`src/common/pcpt_pkg.sv`:
```
// Constants and types for the protection configuration and peak telemetry block
package pcpt_pkg;
   // Command codes of the register set
   localparam logic [7:0] CMD_PROT_CFG = 8'hd0;
   localparam logic [7:0] CMD_PEAK_VIN = 8'hd1;
   localparam logic [7:0] CMD_PEAK_IOUT = 8'hd2;
   localparam logic [7:0] CMD_PEAK_PIN = 8'hd3;
   localparam logic [7:0] CMD_PEAK_TEMP = 8'hd4;
   localparam logic [7:0] CMD_PEAK_RESET = 8'hd5;
   localparam logic [7:0] CMD_AVG_CFG = 8'hdd;

   // Widths and reset values
   localparam int DATA_W = 16;
   localparam int PEAK_W = 10;
   localparam logic [15:0] PROT_CFG_RESET = 16'h0000;
   localparam logic [7:0] AVG_CFG_RESET = 8'h00;
   localparam logic [15:0] RD_ZERO = 16'h0000;

   // Field positions inside the protection configuration and averaging words
   localparam int SS_CFG_LSB = 11;
   localparam int IADC_DIS_BIT = 13;
   localparam int OCP_FILT_LSB = 14;
   localparam int AVG_SEL_MSB = 3;

   // Averaging window: 2**code samples, code clamped to this
   localparam int MAX_AVG_LOG2 = 7;
   localparam logic [3:0] MAX_AVG_CODE = 4'h7;

   // Timing, figures in their own units
   localparam int CLK_PERIOD_NS = 4;
   localparam int DEGL_1US_NS = 1000;
   localparam int DEGL_2US_NS = 2000;
   localparam int DEGL_10US_NS = 10000;
   localparam int SS_STEP_MS = 10;
   localparam int NS_PER_MS = 1000000;
   localparam int DEGL_1US_CYC = (DEGL_1US_NS + CLK_PERIOD_NS - 1) / CLK_PERIOD_NS;
   localparam int DEGL_2US_CYC = (DEGL_2US_NS + CLK_PERIOD_NS - 1) / CLK_PERIOD_NS;
   localparam int DEGL_10US_CYC = (DEGL_10US_NS + CLK_PERIOD_NS - 1) / CLK_PERIOD_NS;
   localparam int SS_STEP_CYC = (SS_STEP_MS * NS_PER_MS + CLK_PERIOD_NS - 1) / CLK_PERIOD_NS;
   localparam int DEGL_CNT_W = 12;
   localparam int SS_CNT_W = 23;

   // Soft-start sequencer states
   typedef enum logic [0:0] {
      SS_IDLE = 1'b0,
      SS_WAIT = 1'b1
   } pcpt_ss_e;
endpackage : pcpt_pkg

```
`src/common/pcpt_ocp_if.sv`:
```
// Link between the top and the severe overcurrent deglitch filter
`timescale 1ns/10ps
interface pcpt_ocp_if;
   logic [1:0] filterCode;
   logic ocRaw;
   logic trip;
   modport ctrl (output filterCode, output ocRaw, input trip);
   modport filt (input filterCode, input ocRaw, output trip);
endinterface : pcpt_ocp_if

```
`src/hw/pcpt_deglitch.sv`:
```
// Severe overcurrent deglitch filter with selectable hold time
`timescale 1ns/10ps
module pcpt_deglitch (
   input wire logic clk, // 250 MHz clock
   input wire logic reset, // Synchronous, active high
   pcpt_ocp_if.filt ocp // Code, raw comparator, trip
);
   logic [pcpt_pkg::DEGL_CNT_W-1:0] cnt_reg, cnt_next;
   logic trip_reg, trip_next;
   logic ocpS1_reg, ocpS2_reg, ocpS3_reg, ocpStable_reg, ocpStable_next;

   // Comparator sync: third stage must agree with second before it counts
   always_comb begin
      ocpStable_next = (ocpS2_reg == ocpS3_reg) ? ocpS3_reg : ocpStable_reg;
   end

   always_ff @(posedge clk) begin
      if (reset) begin
         ocpS1_reg <= 1'b0;
         ocpS2_reg <= 1'b0;
         ocpS3_reg <= 1'b0;
         ocpStable_reg <= 1'b0;
      end else begin
         ocpS1_reg <= ocp.ocRaw;
         ocpS2_reg <= ocpS1_reg;
         ocpS3_reg <= ocpS2_reg;
         ocpStable_reg <= ocpStable_next;
      end
   end

   // Hold time per code
   function automatic logic [pcpt_pkg::DEGL_CNT_W-1:0] hold_cycles(input logic [1:0] code);
      unique case (code)
         2'h0: hold_cycles = '0;
         2'h1: hold_cycles = pcpt_pkg::DEGL_CNT_W'(pcpt_pkg::DEGL_1US_CYC);
         2'h2: hold_cycles = pcpt_pkg::DEGL_CNT_W'(pcpt_pkg::DEGL_2US_CYC);
         2'h3: hold_cycles = pcpt_pkg::DEGL_CNT_W'(pcpt_pkg::DEGL_10US_CYC);
      endcase
   endfunction : hold_cycles

   // A drop of the comparator for two or more clock samples restarts the count, so pulses shorter than the selected hold time never trip
   always_comb begin
      cnt_next = cnt_reg;
      trip_next = trip_reg;
      if (!ocpStable_reg) begin
         cnt_next = '0;
         trip_next = 1'b0;
      end else if (cnt_reg >= hold_cycles(ocp.filterCode)) begin // [RULE8]
         trip_next = 1'b1;
      end else begin
         cnt_next = cnt_reg + 1'b1;
      end
   end

   always_ff @(posedge clk) begin
      if (reset) begin
         cnt_reg <= '0;
         trip_reg <= 1'b0;
      end else begin
         cnt_reg <= cnt_next;
         trip_reg <= trip_next;
      end
   end

   assign ocp.trip = trip_reg;

   property p_degl_zero;
      @(posedge clk) disable iff (reset)
      (ocp.filterCode == 2'h0 && ocpStable_reg) |=> ocp.trip;
   endproperty
   a_degl_zero: assert property (p_degl_zero) else $error("Zero deglitch did not trip"); // [RULE8]

   property p_degl_one;
      @(posedge clk) disable iff (reset)
      (ocp.filterCode == 2'h1 && $rose(ocpStable_reg) && !ocp.trip) |=> !ocp.trip [*8];
   endproperty
   a_degl_one: assert property (p_degl_one) else $error("Deglitch tripped too early"); // [RULE8]
endmodule : pcpt_deglitch

```
`src/hw/pcpt_top.sv`:
```
// Protection configuration, averaging and peak telemetry register set
//
// Function
// RULE1: Configuration word resets to all zeros.
// RULE2: Averaging register uses low four bits only.
// RULE3: Low field picks averaged sample count.
// RULE4: Four 10-bit peak registers, direct format.
// RULE5: Send-byte D5h or reset clears peaks.
// RULE6: Readings returned as 2-byte two's-complement words.
// RULE7: Host scales readings with slope, offset, exponent.
// RULE8: Two-bit field sets severe overcurrent deglitch.
// RULE9: Current ADC runs while disable bit zero.
// RULE10: Two-bit field sets soft-start delay.
// RULE11: Peaks rise only on larger measurement.
// RULE12: Current ADC disabled freezes current, power.
`timescale 1ns/10ps
module pcpt_top #(
   parameter int SS_STEP_CYCLES = pcpt_pkg::SS_STEP_CYC // Cycles per 10 ms soft-start step
) (
   input wire logic clk, // 250 MHz clock
   input wire logic reset, // Synchronous, active high
   input wire logic cmdValid, // Decoded bus command strobe
   input wire logic cmdWrite, // 1 write word or send byte, 0 read
   input wire logic cmdSendByte, // Command carries no data
   input wire logic [7:0] cmdCode, // Command code
   input wire logic [15:0] cmdWrData, // Write data, low byte first on bus
   output logic [15:0] rdData, // Read data word
   output logic respValid, // One-cycle answer strobe
   output logic respError, // Command not supported
   input wire logic sampleValid, // New conversion set
   input wire logic [9:0] vinSample, // Input voltage sample
   input wire logic [9:0] ioutSample, // Output current sample
   input wire logic [9:0] pinSample, // Input power sample
   input wire logic [9:0] tempSample, // Temperature sample
   output logic [9:0] vinAvg, // Averaged input voltage
   output logic [9:0] ioutAvg, // Averaged output current
   output logic [9:0] pinAvg, // Averaged input power
   output logic iadcRun, // Current ADC enable
   input wire logic severeOcRaw, // Asynchronous severe overcurrent comparator
   output logic severeOcTrip, // Deglitched severe overcurrent
   input wire logic startReq, // Start request pulse
   output logic softStartGo // Pulse when soft-start delay ends
);
   localparam int ACC_W = pcpt_pkg::PEAK_W + pcpt_pkg::MAX_AVG_LOG2;
   localparam int NCH = 4; // 0 vin, 1 iout, 2 pin, 3 temp

   if (SS_STEP_CYCLES < 1 || 2 * SS_STEP_CYCLES >= (1 << pcpt_pkg::SS_CNT_W)) begin : g_chk
      $error("SS_STEP_CYCLES out of range");
   end

   // Register file
   logic [15:0] protCfg_reg, protCfg_next;
   logic [7:0] avgCfg_reg, avgCfg_next;
   logic [15:0] rdData_reg, rdData_next;
   logic respValid_reg, respValid_next, respError_reg, respError_next;
   logic clearPeaks;
   logic iadcDis;
   logic avgRestart;
   logic [NCH-1:0][9:0] peak_reg, peak_next;
   assign iadcDis = protCfg_reg[pcpt_pkg::IADC_DIS_BIT];
   // An accepted averaging write restarts the window
   assign avgRestart = cmdValid && cmdWrite && !cmdSendByte && cmdCode == pcpt_pkg::CMD_AVG_CFG;
   // Command decode; unknown codes and writes to read-only peaks are refused
   always_comb begin
      protCfg_next = protCfg_reg;
      avgCfg_next = avgCfg_reg;
      rdData_next = rdData_reg;
      respValid_next = cmdValid;
      respError_next = 1'b0;
      clearPeaks = 1'b0;
      if (cmdValid) begin
         if (cmdWrite && cmdSendByte) begin
            if (cmdCode == pcpt_pkg::CMD_PEAK_RESET) begin
               clearPeaks = 1'b1; // [RULE5]
            end else begin
               respError_next = 1'b1;
            end
         end else if (cmdWrite) begin
            unique case (cmdCode)
               pcpt_pkg::CMD_PROT_CFG: protCfg_next = cmdWrData;
               pcpt_pkg::CMD_AVG_CFG: avgCfg_next = {4'h0, cmdWrData[pcpt_pkg::AVG_SEL_MSB:0]}; // [RULE2]
               default: respError_next = 1'b1;
            endcase
         end else begin
            rdData_next = pcpt_pkg::RD_ZERO;
            // Peaks zero-extend to a 2-byte two's-complement word
            unique case (cmdCode)
               pcpt_pkg::CMD_PROT_CFG: rdData_next = protCfg_reg;
               pcpt_pkg::CMD_AVG_CFG: rdData_next = {8'h00, avgCfg_reg};
               pcpt_pkg::CMD_PEAK_VIN: rdData_next = {6'h00, peak_reg[0]}; // [RULE6]
               pcpt_pkg::CMD_PEAK_IOUT: rdData_next = {6'h00, peak_reg[1]}; // [RULE6]
               pcpt_pkg::CMD_PEAK_PIN: rdData_next = {6'h00, peak_reg[2]}; // [RULE6]
               pcpt_pkg::CMD_PEAK_TEMP: rdData_next = {6'h00, peak_reg[3]}; // [RULE6]
               default: respError_next = 1'b1;
            endcase
         end
      end
   end

   always_ff @(posedge clk) begin
      if (reset) begin
         protCfg_reg <= pcpt_pkg::PROT_CFG_RESET; // [RULE1]
         avgCfg_reg <= pcpt_pkg::AVG_CFG_RESET;
         rdData_reg <= pcpt_pkg::RD_ZERO;
         respValid_reg <= 1'b0;
         respError_reg <= 1'b0;
      end else begin
         protCfg_reg <= protCfg_next;
         avgCfg_reg <= avgCfg_next;
         rdData_reg <= rdData_next;
         respValid_reg <= respValid_next;
         respError_reg <= respError_next;
      end
   end
   // Averaging window length as a power of two
   function automatic logic [3:0] avg_log2(input logic [7:0] cfg);
      avg_log2 = (cfg[pcpt_pkg::AVG_SEL_MSB:0] > pcpt_pkg::MAX_AVG_CODE) ?
         pcpt_pkg::MAX_AVG_CODE : cfg[pcpt_pkg::AVG_SEL_MSB:0];
   endfunction : avg_log2

   logic [pcpt_pkg::MAX_AVG_LOG2-1:0] sampCnt_reg, sampCnt_next;
   logic [2:0][ACC_W-1:0] acc_reg, acc_next;
   logic [2:0][9:0] avg_reg, avg_next;
   logic [3:0] avgShift;
   logic windowDone;
   logic [NCH-1:0] chUpd;
   logic [NCH-1:0][9:0] chVal;
   logic [2:0][9:0] smp;

   assign avgShift = avg_log2(avgCfg_reg); // [RULE3]
   assign smp = {pinSample, ioutSample, vinSample};
   assign windowDone = sampleValid &&
      ({1'b0, sampCnt_reg} == (8'(1) << avgShift) - 8'(1));

   // Accumulate, then divide by shifting; current and power hold when the ADC is off
   always_comb begin
      logic [ACC_W-1:0] sum;
      sum = '0;
      sampCnt_next = sampCnt_reg;
      acc_next = acc_reg;
      avg_next = avg_reg;
      if (sampleValid) begin
         sampCnt_next = windowDone ? '0 : sampCnt_reg + 1'b1;
      end
      for (int ch = 0; ch < 3; ch++) begin
         sum = acc_reg[ch] + ACC_W'(smp[ch]);
         if (sampleValid && !(iadcDis && ch != 0)) begin // [RULE12]
            acc_next[ch] = windowDone ? '0 : sum;
            if (windowDone) begin
               avg_next[ch] = pcpt_pkg::PEAK_W'(sum >> avgShift); // [RULE3]
            end
         end
      end
      // A stale partial sum must never be scaled by a new length
      if (avgRestart) begin
         sampCnt_next = '0;
         acc_next = '0;
      end
   end
   // Peak candidates: averaged readings at window end, temperature per sample
   always_comb begin
      for (int ch = 0; ch < 3; ch++) begin
         chUpd[ch] = windowDone && !(iadcDis && ch != 0); // [RULE12]
         chVal[ch] = avg_next[ch];
      end
      chUpd[3] = sampleValid;
      chVal[3] = tempSample;
   end

   // A sample landing with the clear survives it instead of being lost
   always_comb begin
      for (int ch = 0; ch < NCH; ch++) begin
         peak_next[ch] = peak_reg[ch];
         if (clearPeaks) begin
            peak_next[ch] = chUpd[ch] ? chVal[ch] : '0; // [RULE5]
         end else if (chUpd[ch] && chVal[ch] > peak_reg[ch]) begin
            peak_next[ch] = chVal[ch]; // [RULE11] [RULE4]
         end
      end
   end
   always_ff @(posedge clk) begin
      if (reset) begin
         sampCnt_reg <= '0;
         acc_reg <= '0;
         avg_reg <= '0;
         peak_reg <= '0; // [RULE5]
      end else begin
         sampCnt_reg <= sampCnt_next;
         acc_reg <= acc_next;
         avg_reg <= avg_next;
         peak_reg <= peak_next;
      end
   end

   // Filter link; the comparator is synchronised inside the filter
   pcpt_ocp_if ocpLink();
   assign ocpLink.filterCode = protCfg_reg[pcpt_pkg::OCP_FILT_LSB +: 2]; // [RULE8]
   assign ocpLink.ocRaw = severeOcRaw;

   pcpt_deglitch u_deglitch (
      .clk(clk),
      .reset(reset),
      .ocp(ocpLink.filt)
   );
   // Soft-start delay sequencer; unused code 11 behaves as no delay
   function automatic logic [pcpt_pkg::SS_CNT_W-1:0] ss_delay(input logic [1:0] code);
      unique case (code)
         2'h1: ss_delay = pcpt_pkg::SS_CNT_W'(SS_STEP_CYCLES);
         2'h2: ss_delay = pcpt_pkg::SS_CNT_W'(2 * SS_STEP_CYCLES);
         default: ss_delay = '0;
      endcase
   endfunction : ss_delay
   pcpt_pkg::pcpt_ss_e ssState_reg, ssState_next;
   logic [pcpt_pkg::SS_CNT_W-1:0] ssCnt_reg, ssCnt_next;
   logic ssGo_reg, ssGo_next;

   always_comb begin
      ssState_next = ssState_reg;
      ssCnt_next = ssCnt_reg;
      ssGo_next = 1'b0;
      unique case (ssState_reg)
         pcpt_pkg::SS_IDLE: begin
            if (startReq) begin
               ssCnt_next = ss_delay(protCfg_reg[pcpt_pkg::SS_CFG_LSB +: 2]); // [RULE10]
               ssState_next = pcpt_pkg::SS_WAIT;
            end
         end
         pcpt_pkg::SS_WAIT: begin
            if (ssCnt_reg == '0) begin
               ssGo_next = 1'b1;
               ssState_next = pcpt_pkg::SS_IDLE;
            end else begin
               ssCnt_next = ssCnt_reg - 1'b1;
            end
         end
      endcase
   end

   always_ff @(posedge clk) begin
      if (reset) begin
         ssState_reg <= pcpt_pkg::SS_IDLE;
         ssCnt_reg <= '0;
         ssGo_reg <= 1'b0;
      end else begin
         ssState_reg <= ssState_next;
         ssCnt_reg <= ssCnt_next;
         ssGo_reg <= ssGo_next;
      end
   end
   assign rdData = rdData_reg;
   assign respValid = respValid_reg;
   assign respError = respError_reg;
   assign vinAvg = avg_reg[0];
   assign ioutAvg = avg_reg[1];
   assign pinAvg = avg_reg[2];
   assign iadcRun = !iadcDis; // [RULE9]
   assign severeOcTrip = ocpLink.trip;
   assign softStartGo = ssGo_reg;
   property p_cfg_reset;
      @(posedge clk) $fell(reset) |-> protCfg_reg == pcpt_pkg::PROT_CFG_RESET;
   endproperty
   a_cfg_reset: assert property (p_cfg_reset) else $error("Config not zero after reset"); // [RULE1]
   property p_avg_upper;
      @(posedge clk) disable iff (reset) avgCfg_reg[7:4] == 4'h0;
   endproperty
   a_avg_upper: assert property (p_avg_upper) else $error("Averaging upper bits nonzero"); // [RULE2]
   property p_clear;
      @(posedge clk) disable iff (reset)
      (clearPeaks && !sampleValid) |=> peak_reg == '0;
   endproperty
   a_clear: assert property (p_clear) else $error("Peaks not cleared"); // [RULE5]
   property p_peak_mono;
      @(posedge clk) disable iff (reset)
      !clearPeaks |=> peak_reg[0] >= $past(peak_reg[0]) && peak_reg[3] >= $past(peak_reg[3]);
   endproperty
   a_peak_mono: assert property (p_peak_mono) else $error("Peak decreased"); // [RULE11]
   property p_iadc_freeze;
      @(posedge clk) disable iff (reset)
      (iadcDis && !clearPeaks) |=> $stable(peak_reg[1]) && $stable(avg_reg[2]);
   endproperty
   a_iadc_freeze: assert property (p_iadc_freeze) else $error("Current updated while off"); // [RULE12]
   property p_rd_peak;
      @(posedge clk) disable iff (reset)
      (cmdValid && !cmdWrite && cmdCode == pcpt_pkg::CMD_PEAK_TEMP)
      |=> respValid && !respError && rdData == {6'h00, $past(peak_reg[3])};
   endproperty
   a_rd_peak: assert property (p_rd_peak) else $error("Peak read wrong"); // [RULE6]
   property p_iadc_run;
      @(posedge clk) disable iff (reset)
      $past(cmdValid && cmdWrite && !cmdSendByte && cmdCode == pcpt_pkg::CMD_PROT_CFG)
      |-> iadcRun == !$past(cmdWrData[pcpt_pkg::IADC_DIS_BIT]);
   endproperty
   a_iadc_run: assert property (p_iadc_run) else $error("ADC enable wrong"); // [RULE9]
   property p_ss_zero;
      @(posedge clk) disable iff (reset)
      (ssState_reg == pcpt_pkg::SS_IDLE && startReq &&
       protCfg_reg[pcpt_pkg::SS_CFG_LSB +: 2] == 2'h0) |=> ##1 softStartGo;
   endproperty
   a_ss_zero: assert property (p_ss_zero) else $error("Zero soft-start delay late"); // [RULE10]
   property p_avg_done;
      @(posedge clk) disable iff (reset)
      (windowDone && avgShift == 4'h0) |=> vinAvg == $past(vinSample);
   endproperty
   a_avg_done: assert property (p_avg_done) else $error("Single-sample average wrong"); // [RULE3]
endmodule : pcpt_top

```
`config.mk`:
```
export PLATFORM = sky130hd
export DESIGN_NAME = pcpt_top
export DESIGN_NICKNAME = d
export VERILOG_FILES = /design/src/common/pcpt_pkg.sv /design/src/common/pcpt_ocp_if.sv /design/src/hw/pcpt_deglitch.sv /design/src/hw/pcpt_top.sv
export SDC_FILE = /design/constraint.sdc
export NUM_CORES = 1
export LEC_CHECK = 0
export ABC_CLOCK_PERIOD_IN_PS = 5150
export BUFFER_PORTS_ARGS = -buffer_cell sky130_fd_sc_hd__buf_2
export CORE_ASPECT_RATIO = 0.9
export CORE_UTILIZATION = 60
export DETAILED_ROUTE_END_ITERATION = 8
export PLACE_DENSITY_LB_ADDON = 0.08
export RECOVER_POWER = 100
export SLEW_MARGIN = 0
export SYNTH_ARGS = -nofsm -noshare
export SYNTH_HDL_FRONTEND = slang
export SYNTH_SLANG_ARGS = --single-unit
```
`constraint.sdc`:
```
create_clock -name clk -period 5.15 [get_ports clk]
set_input_delay 0.515 -clock clk [delete_from_list [all_inputs] [get_ports clk]]
set_output_delay 0.515 -clock clk [all_outputs]
set_load 0.02 [all_outputs]
```
# Yosys cells after proc, flatten, opt, wreduce, memory -nomap -nowiden
# Index checks and enable logic that the tools add are counted.
# totals
out_inout_bits,51
elab_cells,134
register_bits,208
in_bits,72
# classes
bitwise,5
n_shift,4
n_reduce_logical,29
n_lt_le_gt_ge,6
mux,42
addsub,7
n_eq_ne,16
# op_table
op,count
$mux W10,18
$pmux W16 S6,1
$pmux W23 S2,2
$eq A8 B8 Y1 const B,7
$add A17 B10 Y17,3
$mux W17,3
$shr A17 B4 Y10,3
$pmux W12 S4,1
$mux W23,2
$gt A10 B10 Y1,4
$logic_not A23 Y1,1
$sub A23 B1 Y23 const B,1
$add A12 B1 Y12 const B,1
$ge A12 B12 Y1,1
$mux W12,1
$logic_and A1 B1 Y1,11
$mux W1,11
$reduce_or A2 Y1,5
$eq A7 B8 Y1,1
$reduce_and A4 Y1,2
$reduce_bool A2 Y1,4
$shl A1 B4 Y8 const A,1
$sub A8 B1 Y8 const B,1
$add A7 B1 Y7 const B,1
14 further kinds,23

# Logic depth before layout (Yosys ltp)
# depth
depth_word,12
ltp_mapped,26
ltp_nobuf,21

# Hierarchy
# Synthesis repeated with hierarchy kept, for this count alone.
# hier_totals
hier_cells,1814
hier_area_um2,13954.6
# modules_own_cells
module,n_inst,cells_each,seq_area_each_um2,area_each_um2
pcpt_top,1,1698,3823.7,12939.9
pcpt_deglitch,1,116,340.3,1014.7

# Worst setup path after synthesis
# No wires, ideal clock.
# synth_path
path_kind,register to register
start,register avgCfg_reg[3]
end,register peak_reg[28] (netlist bit)
path_slack_ps,510
arrival_time_ps,4569
n_path_buf,5
stages_incl_launch_ff,25
required_ps,5079
synth_period_minus_slack_ps,4640
setup_time_ps,71
cell_sequence,dfxtp_1 > buf_6 > clkbuf_1 > nor2_2 > buf_2 > nor2_1 > nand2_1 > ha_1 > and2_1 > o2111a_1 > a211oi_2 > nor2_2 > and3_1 > buf_2 > buf_1 > a21oi_1 > ha_1 > nor2b_1 > o31ai_1 > a21oi_1 > o21ai_0 > a21oi_1 > a21boi_1 > nand2_1 > o21ai_1
# synth_rtl
item,line_no,rtl
start: declaration,pcpt_top.sv:53,"logic [7:0] avgCfg_reg, avgCfg_next;"
start signal: assignment,pcpt_top.sv:103,avgCfg_reg <= pcpt_pkg::AVG_CFG_RESET;
start signal: assignment,pcpt_top.sv:109,avgCfg_reg <= avgCfg_next;
end signal: assignment,pcpt_top.sv:191,peak_reg <= peak_next;
end: declaration,pcpt_top.sv:59,"logic [NCH-1:0][9:0] peak_reg, peak_next;"

==> results_dict.tcl <==
set metrics [dict create \
    yosys_warnings 0 \
    synth_nets 2054 \
    dpl_cell_area_um2 15000 \
    firstDrtPassIters 6 \
    io_pins 123 \
    crit_top_cell "nor2_1" \
    cts_setup_buffers 0 \
    cts_max_path_buffers 3 \
    yosys.area.top_type_share_pct 29.3 \
    max-slew-margin-rel_pct -25.3 \
    cts_tree "yes" \
    first_global_vias 13514 \
    critPathCaptureType "flip-flop" \
    seqPwrFrac_pct 35.8 \
    crit_family "simple AND/OR/NAND/NOR gates" \
    ys_seq_elements 208 \
    syn-mean-instance-area_um2 7.53 \
    clk_pin_slew_worst_paths_ns 0.06 \
    outcome "finished with violations" \
    mappedNetlistArea_um2 14200 \
    netlist_instances 1890 \
    portBuffers 122 \
    grt_usage_pct 34.8 \
    switching_share_pct 33.7 \
    hold_viol 0 \
    die_area_um2 24300 \
    tns_ns 0 \
    gr-total-overflow 0 \
    cts_buffers 24 \
    power.clock.fraction_pct 36.0 \
    crit_path_max_fanout 16 \
    rrSetupSlack_ns 0.28 \
    clock_latency_ns 0.53 \
    vdd_ir_drop_max_uv 334 \
    async_reset_ff_share_pct 0 \
    final-setup-viol-count 0 \
    post-route-drc-count 0 \
    critical_path.endpoint "peak_reg[16]" \
    synth_edf_count 0 \
    path_depth 19 \
    period_share_pct 94.6 \
    combPwrFrac_pct 28.2 \
    antenna_found_initial 3 \
    num-nets-final 2127 \
    core_um2 23300 \
    p_per_area_nw_per_um2 329 \
    r2r_end "peak_reg[16]" \
    yosys-top-cells-area "dfxtp_1, ha_1, a21oi_1" \
    cp.arrival_ns 5.29 \
    synth_top_flop_cell "dfxtp_1" \
    start_util_pct 61.0 \
    drt_iter0_markers 1539 \
    p_switching_mw 1.76 \
    final_cell_count_no_fill 2283 \
    start_kind "flip-flop" \
    crit_start "avgCfg_reg[3]" \
    fp.dieW_um 164 \
    hold_class "in2reg" \
    fin_area_um2 15800 \
    die_h_um 148 \
    grt_pass1_wl_mm 68.9 \
    yosysMostFrequentCell "nand2_1" \
    min_period_ns 4.87 \
    synth_cell_type_count 94 \
    grt_max_degree 69 \
    worst-path-buf-inv 1 \
    nFillCells 2075 \
    synthToLayoutAreaGrowth_pct 11.2 \
    worst_pin_slew_ns 1.87 \
    crit_slowest_cell "or4_4" \
    p_leak_nw 6.21 \
    reg2reg_from "avgCfg_reg[3]" \
    r2r_cells 19 \
    rsz0062_at_grt "no" \
    dp.cells 2239 \
    required_ns 5.57 \
    finish.utilization_pct 67.8 \
    ys_seq_area_share_pct 29.3 \
    cpPeakStageDelay_ns 0.62 \
    clkSinkCount 208 \
    path_cells "or4_4, ha_1, and2_1, o2111a_1, a211oi_4, nor2_2, and3_1, buf_4, nor2_1, nor2_1, ha_1, a21o_1, a21o_1, a21oi_1, nor2_1, o21ai_0, nand2_1, and3_1, a22o_1" \
    fin_worst_skew_ns 0.0106 \
    largest_reg_flops 51 \
    gp_congestion 0.971 \
    wirelength_mm 42.5 \
    ctsRootBufferMaster "clkbuf_16" \
    vias_per_cell 6.38 \
    synth_largest_area_cell "dfxtp_1" \
    rows 53 \
    layout-drive-gt1-share_pct 9.14 \
    timing.fmax_mhz 205 \
    wl_per_cell_um 18.6 \
    worst-setup-path-type "reg2reg" \
    antenna_left 0 \
    violations "max-capacitance violations, max-slew violations" \
    h-tree-depth 1 \
    total_power_mw 5.21 \
    hpwl_mm 31.0 \
    p_int_mw 3.46 \
    maxSlewViolCount 38 \
    drv_cap 3 \
    synthTopCellsByCount "nand2_1, dfxtp_1, a21oi_1, nor2_1, o21ai_0" \
    vias 14560 \
]
==> worst min-delay path by stage <==
stage / from / cells after the start / end / slack [ns]
global placement: u_deglitch.ocpS1_reg / 1 / u_deglitch.ocpS2_reg / 0.42
detailed placement: peak_reg[15] / 2 / peak_reg[15] / 0.44
global route: tempSample[6] / 3 / peak_reg[36] / 0.23
floorplan: u_deglitch.ocpS1_reg / 1 / u_deglitch.ocpS2_reg / 0.41
finish: cmdWrData[5] / 3 / protCfg_reg[5] / 0.22
CTS: cmdWrData[5] / 3 / protCfg_reg[5] / 0.21
==> final cells by class <==
type | count | area, µm² | share of cell area (%)
multi-input combinational | 1499 | 9360 | 59.2
sequential | 208 | 4160 | 26.3
inverter | 75 | 282 | 1.78
timing repair buffer | 155 | 778 | 4.92
antenna | 1 | 2.50 | 0.0158
clock buffer | 30 | 664 | 4.20
clock inverter | 13 | 195 | 1.23
tap | 302 | 378 | 2.39
==> cell usage in the layout (no fill, tap or decap), types with 20 or more instances in the layout <==
cell and count:
nand2_1 233, dfxtp_1 208, a21oi_1 196, nor2_1 186
o21ai_0 121, ha_1 89, inv_1 73, nand3_1 71
buf_2 70, clkbuf_1 59, nor3_1 44, a211oi_1 36
xor2_1 29, buf_4 29, mux2i_1 28, a21o_1 26
xnor2_1 25, clkbuf_16 25, a221oi_1 24, o21a_1 23
o21ai_1 21, nand4_1 21, nor2b_1 20
==> what timing repair did <==
action,4_1_cts,5_1_grt
hold buffers,0,0
setup endpoints to repair,0,27
gates resized for setup,0,7
==> metrics by stage <==
stage	hold WS [ns]	setup slack, ns
after global routing	0.231	0.00395
final	0.225	0.277
after detailed placement	0.444	0.213
after global placement	0.420	0.261
after CTS	0.215	0.198
after floorplan	0.414	0.510
==> layer usage <==
metal  vias up  track usage [%]  share of wire (%)
li1       7070                -                  -
met1      6757             48.5                 44
met2       629             53.9                 43
met3       102             6.25                9.2
met4         2             11.7                3.4
met5         -                0              0.031
==> logic make-up after synthesis <==
| kind of cell | share of synthesized area, % |
|---|---|
| AO/OA/AOI/OAI | 27.5 |
| XOR/XNOR | 3.39 |
| adder cells (fa/ha/maj) | 8.25 |
| buffers and inverters | 5.15 |
| flip-flops | 29.3 |
| multiplexers | 2.37 |
| AND/OR/NAND/NOR | 24.1 |
==> worst register-to-register path, delay by kind of cell, from the launching register on <==
kind | cells | cell delay [ns]
buffers and inverters | 1 | 0.26
adder cells (fa/ha/maj) | 2 | 0.58
flip-flops | 1 | 0.42
AND/OR/NAND/NOR | 9 | 2.03
AO/OA/AOI/OAI | 7 | 1.48
==> power by group through the flow <==
stage / Sequential [mW] / Combinational (mW) / Clock, mW
floorplan: 1.89 / 1.06 / 0
global placement: 1.89 / 1.42 / 0
detailed placement: 1.89 / 1.45 / 0
CTS: 1.86 / 1.46 / 1.89
global route: 1.88 / 1.64 / 1.96
finish: 1.86 / 1.47 / 1.88
Note: power is estimated with default switching activity, not from simulation.
